`config.mk`:
```
export PLATFORM = sky130hd
export DESIGN_NAME = cfd_config_fuse_decoder
export DESIGN_NICKNAME = d
export VERILOG_FILES = /design/src/cfd_config_fuse_decoder.v
export VERILOG_INCLUDE_DIRS = /design/src
export SDC_FILE = /design/constraint.sdc
export NUM_CORES = 1
export LEC_CHECK = 0
export CORE_MARGIN = 2
export CORE_UTILIZATION = 63
export CTS_CLUSTER_SIZE = 20
export DETAILED_ROUTE_END_ITERATION = 10
export DONT_BUFFER_PORTS = 1
export MAX_ROUTING_LAYER = met4
export PLACE_DENSITY = 0.83
export RECOVER_POWER = 25
export SKIP_CTS_REPAIR_TIMING = 1
export SLEW_MARGIN = 5
export SYNTH_ARGS = -nofsm -noshare
export SYNTH_HDL_FRONTEND = slang
export SYNTH_SLANG_ARGS = --single-unit
```
`constraint.sdc`:
```
create_clock -name mclk_i -period 3.3 [get_ports mclk_i]
set_clock_uncertainty 0.1 [all_clocks]
set_input_delay 0.165 -clock mclk_i [delete_from_list [all_inputs] [get_ports mclk_i]]
set_output_delay 0.165 -clock mclk_i [all_outputs]
set_load 0.005 [all_outputs]
```
`src/cfd_map.vh`:
```
// Offsets, field positions, reset values and timing counts for the configuration decoder.
// Assumes a 125 MHz core clock and table-read access to the configuration cells.
`ifndef CFD_MAP_VH
`define CFD_MAP_VH

// ****************************************************************
// Register map (plain port, word index)
// ****************************************************************
`define CFD_CFG_BASE        32'h0030_0000
`define CFD_REG_CFG_LO      4'h0
`define CFD_REG_CFG_HI      4'h1
`define CFD_REG_CTRL        4'h2
`define CFD_REG_PROG        4'h3
`define CFD_REG_STAT        4'h4
`define CFD_REG_ACTIVE_LO   4'h5
`define CFD_REG_ACTIVE_HI   4'h6
`define CFD_REG_WD_CTRL     4'h7
`define CFD_REG_MEM_CTRL    4'h8

// ****************************************************************
// Cell positions in the 32-bit cell word
// ****************************************************************
`define CFD_B_UPPER_ADDR    0
`define CFD_B_MID_AD        1
`define CFD_B_LOW_AD        2
`define CFD_B_BYTE_ADDR     3
`define CFD_B_BYTE_SEL      4
`define CFD_B_WRITE_STB     5
`define CFD_B_BOR_EN        6
`define CFD_B_BOR_LVL       7
`define CFD_B_BUS_WIDTH     9
`define CFD_B_CAPCMP2       10
`define CFD_B_PROG_PROT     11
`define CFD_B_DATA_PROT     12
`define CFD_B_OSC           13
`define CFD_B_CLK_LOCK      16
`define CFD_B_PMODE         17
`define CFD_B_POWERUP_DELAY_TIMER_N        19
`define CFD_B_STK_RST       20
`define CFD_B_BUS_WAIT      21
`define CFD_B_WD_PS         22
`define CFD_B_WD_FORCE      25
`define CFD_CELL_W          26

// ****************************************************************
// Technology, control and encodings
// ****************************************************************
`define CFD_TECH_ROM        2'h0
`define CFD_TECH_OTP        2'h1
`define CFD_TECH_UV         2'h2
`define CFD_TECH_FLASH      2'h3
`define CFD_CTRL_TECH       0
`define CFD_CTRL_SWDT       2
`define CFD_OP_PROG         2'h1
`define CFD_OP_ERASE        2'h2
`define CFD_ERASED          32'hFFFF_FFFF
`define CFD_OSC_RCIO        3'h7
`define CFD_OSC_HSPLL       3'h6
`define CFD_OSC_ECIO        3'h5
`define CFD_OSC_EC          3'h4
`define CFD_OSC_RC          3'h3
`define CFD_OSC_HS          3'h2
`define CFD_OSC_XT          3'h1
`define CFD_OSC_LP          3'h0
`define CFD_BOR_LOW         2'h3
`define CFD_BOR_2V7         2'h2
`define CFD_BOR_4V2         2'h1
`define CFD_BOR_4V5         2'h0
`define CFD_PM_MPU          2'h3
`define CFD_PM_MCU          2'h2
`define CFD_PM_RSVD         2'h1
`define CFD_PM_XMCU         2'h0
`define CFD_OST_CYCLES      11'h400
`define CFD_LOAD_CYCLES     4'h4
`endif

```
`src/cfd_config_fuse_decoder.v`:
```
// Configuration cell bank with power-up latching decoder.
// Assumes a plain register port on mclk_i; cells are programmed through it by the programmer.
//
// Added by the designer: the placing of the registers and the plain strobed port.
`include "cfd_map.vh"

module cfd_config_fuse_decoder #(
  parameter [1:0] TECH_DEFAULT = `CFD_TECH_FLASH
) (
  input  wire        mclk_i,
  input  wire        rst_b_i,
  input  wire        clk_en_i,
  // Register port
  input  wire [3:0]  addr_i,
  input  wire [31:0] wdata_i,
  input  wire        wr_i,
  input  wire        rd_i,
  // Table read
  input  wire [31:0] tbl_addr_i,
  input  wire        tbl_rd_i,
  output reg  [31:0] rdata_o,
  output reg  [7:0]  tbl_data_o,
  // Latch status and decoded selections
  output reg         cfg_ready_o,
  output reg         upper_addr_drv_off_o,
  output reg         mid_ad_drv_off_o,
  output reg         low_ad_drv_off_o,
  output reg         byte_addr_drv_off_o,
  output reg         byte_sel_drv_off_o,
  output reg         write_strobe_drv_off_o,
  output reg         brownout_rst_en_o,
  output reg  [1:0]  brownout_level_sel_o,
  output reg         bus_width_sel_o,
  output reg         capcmp2_pin_route_o,
  output reg         prog_protect_o,
  output reg         data_mem_protect_o,
  output reg  [2:0]  osc_type_sel_o,
  output reg         osc2_is_io_o,
  output reg         pll_en_o,
  output reg         clk_switch_lock_o,
  output reg  [1:0]  proc_mode_sel_o,
  output reg         powerup_timer_en_o,
  output reg         stack_fault_rst_en_o,
  output reg  [1:0]  wait_states_o,
  output reg  [7:0]  wd_postscale_ratio_o,
  output reg         wd_run_o,
  output reg         osc_startup_en_o,
  output reg  [10:0] osc_startup_cycles_o,
  output reg         prog_mem_erase_o
);

  // ****************************************************************
  // Cell word layout (one = erased, zero = programmed)
  // ****************************************************************
  // Bit 0      Upper address drivers kept on
  // Bit 1      Mid address/data drivers kept on, 8-bit bus only
  // Bit 2      Low address/data drivers kept on, 8-bit bus only
  // Bit 3      Byte address line driver kept on
  // Bit 4      Upper and lower byte select drivers kept on
  // Bit 5      High and low write strobe drivers kept on
  // Bit 6      Brown-out reset enabled
  // Bits 8:7   Brown-out trip level
  // Bit 9      Bus width, one for 16-bit data
  // Bit 10     Second capture/compare unit on its default pin
  // Bit 11     Program memory unprotected
  // Bit 12     Data memory unprotected
  // Bits 15:13 Oscillator type
  // Bit 16     Clock locked to the main oscillator
  // Bits 18:17 Processor mode
  // Bit 19     Power-up timer disabled
  // Bit 20     Stack fault causes reset
  // Bit 21     External bus never waits
  // Bits 24:22 Watchdog postscale
  // Bit 25     Watchdog forced on
  // Bits 31:26 Spare, read back as stored

  // ****************************************************************
  // Register port map
  // ****************************************************************
  // Index 0  Cell word read, program data stage write
  // Index 2  Cell technology select
  // Index 3  Program or erase command, reads staged data
  // Index 4  Latch done flag
  // Index 5  Latched cell image
  // Index 7  Software watchdog enable
  // Index 8  External bus wait count
  // Other    Read zero, writes dropped
  // Read data stand one cycle after the read strobe, else zero
  // Table reads give cell byte 0 at the base, little-endian

  // ****************************************************************
  // Derived selections
  // ****************************************************************
  // Second oscillator pin is general I/O for the RC and EC types
  // that carry the I/O suffix; the PLL runs only for HS with PLL.
  // Wait states come from the software count unless the cell says
  // the bus never waits. The watchdog runs when the cell forces it
  // or software has set its enable. The postscale output is the
  // division ratio as a one-hot value, 1 for code 7 up to 128 for 0.
  // The start-up count applies to LP, XT, HS and HS with PLL only.

  // ****************************************************************
  // Limits
  // ****************************************************************
  // Cells hold no reset value: a power-on image is unknown until the
  // programmer erases it, so erase before the first latch.
  // The technology select stands in for the part's memory type and
  // would be fixed in silicon; software may change it here.
  // Writes to unmapped indices are dropped without notice.

  // ****************************************************************
  // Cell bank and control state
  // ****************************************************************
  reg [31:0] cells;
  reg [31:0] prog_data;
  reg [1:0]  tech;
  reg        software_wd_enable;
  reg [1:0]  mem_wait;
  reg [3:0]  load_cnt;
  reg        loaded;
  reg [31:0] active;
  reg [31:0] next_cells;
  reg [31:0] next_rdata;
  reg [7:0]  next_tbl;
  wire       is_xtal;
  wire       sel_8bit;
  wire [2:0] ps;

  // ****************************************************************
  // Programming path
  // ****************************************************************
  // Programming only clears bits; only erase sets them, and only on
  // technologies that allow it. A ROM bank ignores both commands.
  always @* begin
    next_cells = cells;
    if (wr_i && addr_i == `CFD_REG_PROG) begin
      case (tech)
        `CFD_TECH_OTP: begin
          if (wdata_i[1:0] == `CFD_OP_PROG)
            next_cells = cells & prog_data;
        end
        `CFD_TECH_UV: begin
          if (wdata_i[1:0] == `CFD_OP_PROG)
            next_cells = cells & prog_data;
          else if (wdata_i[1:0] == `CFD_OP_ERASE)
            next_cells = `CFD_ERASED;
        end
        `CFD_TECH_FLASH: begin
          if (wdata_i[1:0] == `CFD_OP_PROG)
            next_cells = cells & prog_data;
          else if (wdata_i[1:0] == `CFD_OP_ERASE)
            next_cells = `CFD_ERASED;
        end
        default: next_cells = cells;
      endcase
    end
  end

  always @(posedge mclk_i or negedge rst_b_i) begin
    if (!rst_b_i) begin
      tech               <= TECH_DEFAULT;
      prog_data          <= `CFD_ERASED;
      software_wd_enable <= 1'b0;
      mem_wait           <= 2'h0;
      prog_mem_erase_o   <= 1'b0;
    end else if (clk_en_i) begin
      // One-cycle pulse: the program memory is wiped with the cells
      // only on a window-erasable bank
      prog_mem_erase_o <= wr_i && addr_i == `CFD_REG_PROG && tech == `CFD_TECH_UV &&
                          wdata_i[1:0] == `CFD_OP_ERASE;
      if (wr_i && addr_i == `CFD_REG_CFG_LO)
        prog_data <= wdata_i;
      if (wr_i && addr_i == `CFD_REG_CTRL)
        tech <= wdata_i[`CFD_CTRL_TECH+1:`CFD_CTRL_TECH];
      if (wr_i && addr_i == `CFD_REG_WD_CTRL)
        software_wd_enable <= wdata_i[0];
      if (wr_i && addr_i == `CFD_REG_MEM_CTRL)
        mem_wait <= wdata_i[1:0];
    end
  end

  // Cells are nonvolatile: only programming changes them, reset does not
  always @(posedge mclk_i) begin
    if (clk_en_i)
      cells <= next_cells;
  end

  // ****************************************************************
  // Power-up latch of cell image
  // ****************************************************************
  // The image is taken a few enabled edges after reset, so a programmer
  // may erase cells of unknown power-on state first. Decoded outputs
  // follow one edge later, and the ready flag rises on that same edge.
  // Reprogrammed cells reach the outputs only after the next reset.
  always @(posedge mclk_i or negedge rst_b_i) begin
    if (!rst_b_i) begin
      load_cnt <= 4'h0;
      loaded   <= 1'b0;
      active   <= `CFD_ERASED;
    end else if (clk_en_i && !loaded) begin
      load_cnt <= load_cnt + 4'h1;
      if (load_cnt == `CFD_LOAD_CYCLES) begin
        active <= cells;
        loaded <= 1'b1;
      end
    end
  end

  // ****************************************************************
  // Decode
  // ****************************************************************
  // Crystal and resonator types need the start-up timer
  assign ps       = active[`CFD_B_WD_PS+2:`CFD_B_WD_PS];
  assign sel_8bit = ~active[`CFD_B_BUS_WIDTH];
  assign is_xtal  = active[`CFD_B_OSC+2:`CFD_B_OSC] == `CFD_OSC_LP ||
                    active[`CFD_B_OSC+2:`CFD_B_OSC] == `CFD_OSC_XT ||
                    active[`CFD_B_OSC+2:`CFD_B_OSC] == `CFD_OSC_HS ||
                    active[`CFD_B_OSC+2:`CFD_B_OSC] == `CFD_OSC_HSPLL;

  // Reset shows safe selections, then an erased image until the latch: drivers
  // on, protection off, ready low; watchdog idle in reset, forced on after.
  always @(posedge mclk_i or negedge rst_b_i) begin
    if (!rst_b_i) begin
      cfg_ready_o            <= 1'b0;
      upper_addr_drv_off_o   <= 1'b0;
      mid_ad_drv_off_o       <= 1'b0;
      low_ad_drv_off_o       <= 1'b0;
      byte_addr_drv_off_o    <= 1'b0;
      byte_sel_drv_off_o     <= 1'b0;
      write_strobe_drv_off_o <= 1'b0;
      brownout_rst_en_o      <= 1'b0;
      brownout_level_sel_o   <= `CFD_BOR_LOW;
      bus_width_sel_o        <= 1'b1;
      capcmp2_pin_route_o    <= 1'b1;
      prog_protect_o         <= 1'b0;
      data_mem_protect_o     <= 1'b0;
      osc_type_sel_o         <= `CFD_OSC_RCIO;
      osc2_is_io_o           <= 1'b0;
      pll_en_o               <= 1'b0;
      clk_switch_lock_o      <= 1'b1;
      proc_mode_sel_o        <= `CFD_PM_MPU;
      powerup_timer_en_o     <= 1'b0;
      stack_fault_rst_en_o   <= 1'b0;
      wait_states_o          <= 2'h0;
      wd_postscale_ratio_o   <= 8'h01;
      wd_run_o               <= 1'b0;
      osc_startup_en_o       <= 1'b0;
      osc_startup_cycles_o   <= 11'h000;
    end else if (clk_en_i) begin
      cfg_ready_o            <= loaded;
      upper_addr_drv_off_o   <= ~active[`CFD_B_UPPER_ADDR];
      mid_ad_drv_off_o       <= sel_8bit & ~active[`CFD_B_MID_AD];
      low_ad_drv_off_o       <= sel_8bit & ~active[`CFD_B_LOW_AD];
      byte_addr_drv_off_o    <= ~active[`CFD_B_BYTE_ADDR];
      byte_sel_drv_off_o     <= ~active[`CFD_B_BYTE_SEL];
      write_strobe_drv_off_o <= ~active[`CFD_B_WRITE_STB];
      brownout_rst_en_o      <= active[`CFD_B_BOR_EN];
      brownout_level_sel_o   <= active[`CFD_B_BOR_LVL+1:`CFD_B_BOR_LVL];
      bus_width_sel_o        <= active[`CFD_B_BUS_WIDTH];
      capcmp2_pin_route_o    <= active[`CFD_B_CAPCMP2];
      prog_protect_o         <= ~active[`CFD_B_PROG_PROT];
      data_mem_protect_o     <= ~active[`CFD_B_DATA_PROT];
      osc_type_sel_o         <= active[`CFD_B_OSC+2:`CFD_B_OSC];
      osc2_is_io_o           <= active[`CFD_B_OSC+2:`CFD_B_OSC] == `CFD_OSC_RCIO ||
                                active[`CFD_B_OSC+2:`CFD_B_OSC] == `CFD_OSC_ECIO;
      pll_en_o               <= active[`CFD_B_OSC+2:`CFD_B_OSC] == `CFD_OSC_HSPLL;
      clk_switch_lock_o      <= active[`CFD_B_CLK_LOCK];
      proc_mode_sel_o        <= active[`CFD_B_PMODE+1:`CFD_B_PMODE];
      powerup_timer_en_o     <= ~active[`CFD_B_POWERUP_DELAY_TIMER_N];
      stack_fault_rst_en_o   <= active[`CFD_B_STK_RST];
      wait_states_o          <= active[`CFD_B_BUS_WAIT] ? 2'h0 : mem_wait;
      wd_postscale_ratio_o   <= 8'h80 >> ps;
      wd_run_o               <= active[`CFD_B_WD_FORCE] | software_wd_enable;
      osc_startup_en_o       <= is_xtal;
      osc_startup_cycles_o   <= is_xtal ? `CFD_OST_CYCLES : 11'h000;
    end
  end

  // ****************************************************************
  // Register and table read
  // ****************************************************************
  always @* begin
    case (addr_i)
      `CFD_REG_CFG_LO:    next_rdata = cells;
      `CFD_REG_CTRL:      next_rdata = {30'h0, tech};
      `CFD_REG_PROG:      next_rdata = prog_data;
      `CFD_REG_STAT:      next_rdata = {31'h0, loaded};
      `CFD_REG_ACTIVE_LO: next_rdata = active;
      `CFD_REG_WD_CTRL:   next_rdata = {31'h0, software_wd_enable};
      `CFD_REG_MEM_CTRL:  next_rdata = {30'h0, mem_wait};
      default:            next_rdata = 32'h0000_0000;
    endcase
  end

  // Table read byte select
  always @* begin
    case (tbl_addr_i)
      `CFD_CFG_BASE:          next_tbl = cells[7:0];
      `CFD_CFG_BASE + 32'h1:  next_tbl = cells[15:8];
      `CFD_CFG_BASE + 32'h2:  next_tbl = cells[23:16];
      `CFD_CFG_BASE + 32'h3:  next_tbl = cells[31:24];
      default:                next_tbl = 8'h00;
    endcase
  end

  always @(posedge mclk_i or negedge rst_b_i) begin
    if (!rst_b_i) begin
      rdata_o    <= 32'h0000_0000;
      tbl_data_o <= 8'h00;
    end else if (clk_en_i) begin
      rdata_o    <= rd_i ? next_rdata : 32'h0000_0000;
      tbl_data_o <= tbl_rd_i ? next_tbl : 8'h00;
    end
  end

endmodule // cfd_config_fuse_decoder

```
==> flow_metrics.py <==
metrics = {
    "synth": {
        "synth_top_area_frac": 0.250,
        "ys_top_cells_by_area": "dfstp_2 25%, dfrtp_1 23%, edfxtp_1 12%, mux2_1 9.2%, a222oi_1 3.7%",
        "synthArstFlopShare": 0.825,
        "synth_cells": 635,
        "yosysMostFrequentCell": "dfstp_2",
        "synth_commonest_cells": "77 x dfstp_2, 76 x nand2_1, 74 x dfrtp_1, 66 x mux2_1, 63 x inv_1",
        "synthesis.area_sq_um": 8110,
        "synth_area_leader_cell": "dfstp_2",
        "synthFlopType": "dfstp_2",
        "seq_area_frac_synth": 0.597,
        "syn_avg_cell_area_sq_um": 12.8,
        "ys_warn_count": 0,
        "synth-edff-count": 32,
        "synth_cell_types": 52,
        "yosys_register_bits": 183,
    },
    "setup_path": {
        "r2r_setup_slack_ns": 1.25,
        "crit_fanout": 10,
        "critical_path.startpoint_type": "input pin",
        "required_ns": 3.52,
        "worstPathArrival_ns": 2.44,
        "reg2reg_depth": 2,
        "endpoint_kind": "register",
        "crit_type": "input pin to register",
    },
    "clock_tree": {
        "clk_pin_slew_ns": 0.06,
        "clk_latency_ns": 0.43,
        "clock-root-buffer": "clkbuf_16",
        "cts_tree": "done",
        "clock_sinks": 183,
        "clockBufferDepth": 2,
        "htreeDepth": 4,
        "cts_made_buffers": 17,
    },
    "timing": {
        "setup_viol": 0,
        "max_clock_freq_ghz": 0.450,
        "tightest_slew_ns": 1.14,
        "post-route-min-period_ns": 2.22,
        "slew_headroom": 0.238,
        "rsz0062_at_grt": "no",
        "setup_tns_ns": 0,
        "period_share": 0.673,
        "drv_slew": 0,
        "setup_ws_ns": 1.08,
        "finalHoldViolations": 151,
        "hold_slack_ns": -0.673,
    },
    "die": {
        "dieArea_sq_um": 13800,
        "die_h_microns": 117,
        "ios": 162,
        "core-area_sq_um": 12600,
        "initial_core_util": 0.645,
        "die_x_microns": 117,
        "num_rows": 41,
    },
    "global_route": {
        "grt_max_degree": 152,
        "antenna_found_initial": 0,
        "grt-ovfl-total": 0,
        "grt_pass1_vias": 5338,
        "grt_usage": 0.278,
        "grt_first_pass_wirelength_microns": 29100,
    },
    "drt": {
        "initialDrtViolationCount": 654,
        "drt_first_pass_iters": 7,
        "ant_nets": 0,
        "routed_via_density": 6.37,
        "drc": 0,
        "wl_per_cell_microns": 22.0,
        "routed_wirelength_microns": 18600,
        "vias": 5393,
    },
    "finish": {
        "area_growth_pct": 13.5,
        "final_net_count": 738,
        "fillers": 785,
        "final_layout_size_suffix_gt1_frac": 0.236,
        "n_antenna_cell": 0,
        "final_area_sq_um": 9200,
    },
    "outcome": {
        "violations": "negative hold slack",
        "outcome": "complete, but fails checks",
    },
    "pwr": {
        "power.switching_mw": 1.69,
        "p_leak_nw": 3.69,
        "p_sw_frac": 0.265,
        "power.clock.fraction": 0.324,
        "comb_power_share": 0.128,
        "internal_power_mw": 4.70,
        "powerDensity_nw_per_um2": 695,
        "vdd_drop_max_mv": 0.391,
        "finalPower_mw": 6.39,
        "p_seq_frac": 0.548,
    },
    "hold_path": {
        "hold_class": "input pin to asynchronous set/reset pin",
    },
    "placed_design": {
        "dpl_cell_area_sq_um": 8150,
        "port_buffers": 0,
        "gp_congestion": 0.828,
        "dpl.hpwl_microns": 11900,
        "dp_slack_ns": 1.26,
    },
    "flow_run": {
        "max_cap_violations": 0,
    },
}
[logic make-up (layout without fill, tap and decap cells)]
family                   count (synthesis)  count (layout)  share of synthesized area
AO/OA/AOI/OAI                           98              98                     0.0951
AND/OR/NAND/NOR                        122             122                     0.0770
adder cells (fa/ha/maj)                  2               2                    0.00309
flip-flops                             183             183                      0.597
other                                    1              10                   0.000463
XOR/XNOR                                 4               4                    0.00432
multiplexers                           102             102                      0.151
buffers and inverters                  123             154                     0.0722
[critical path, cell delays in order]
cell and delay, ns:
dlygate4sd3_1 0.60, nor2_1 0.05, dlygate4sd3_1 0.58, nand4bb_1 0.10
dlygate4sd3_1 0.60, mux2_2 0.34
[registers in the layout (all words and copies together), names as in the netlist, 3 cells and up]
| name | flops |
|---|---|
| load_cnt | 4 |
| rdata_o | 32 |
| cells | 32 |
| tbl_data_o | 8 |
| wd_postscale_ratio_o | 8 |
| osc_type_sel_o | 3 |
| active | 32 |
| prog_data | 32 |
[metal layers]
layer  share of wire  vias to the layer above  wire length [microns]  global-route usage
li1                -                     2317                      -                   -
met1            0.38                     2756                   7100               0.339
met2            0.52                      290                   9600               0.444
met3           0.083                       30                   1560              0.0807
met4           0.020                        0                    378               0.108
met5               0                        -                      0                   -
[area by class of cell]
type,count,area [sq um],area share
inverters,72,270,0.0294
flip-flops and latches,183,4840,0.526
repair buffers,50,500,0.0544
multi-input cells,338,2770,0.301
clock inverters,15,179,0.0195
clock buffers,17,425,0.0462
well taps,172,215,0.0234
[through the flow]
stage,cells,util
after floorplan,644,-
after global placement,772,0.648
after detailed placement,772,0.648
after CTS,804,0.696
after global routing,847,0.732
final,847,0.732
[power by group through the flow]
stage / Sequential (mW) / Clock (mW) / Combinational, mW
3_3_place_gp: 3.49 / 0 / 0.681
3_5_place_dp: 3.53 / 0 / 0.743
2_1_floorplan: 3.36 / 0 / 0.666
5_1_grt: 3.56 / 2.19 / 0.915
4_1_cts: 3.50 / 2.08 / 0.753
6_report: 3.50 / 2.07 / 0.820
[cell usage in the layout, fill, tap and decap left out, types with 11 or more instances in the layout]
cell / netlist / routed
inv_1: 63 / 63
mux2_1: 66 / 66
o22ai_1: 38 / 38
edfxtp_1: 32 / 32
dfstp_2: 77 / 77
mux2i_1: 11 / 11
a222oi_1: 30 / 30
mux2_2: 17 / 17
clkbuf_16: 0 / 17
dfrtp_1: 74 / 74
nand2_1: 76 / 76
dlygate4sd3_1: 0 / 42
[worst paths after layout]
check	end	start
setup reg to reg	cells[27]$_DFFE_PP_	tech[0]$_DFFE_PN1P_
min in group mclk_i	tbl_data_o[7]$_DFFE_PN0P_	tbl_addr_i[0]
hold reg to reg	wd_postscale_ratio_o[0]$_DFFE_PN1P_	wd_postscale_ratio_o[0]$_DFFE_PN1P_
hold / removal	brownout_rst_en_o$_DFFE_PN0P_	rst_b_i
max in group asynchronous	prog_data[1]$_DFFE_PN1P_	rst_b_i
setup / recovery	mem_wait[1]$_DFFE_PN0P_	addr_i[1]
Power figures use the tool's default switching activity.
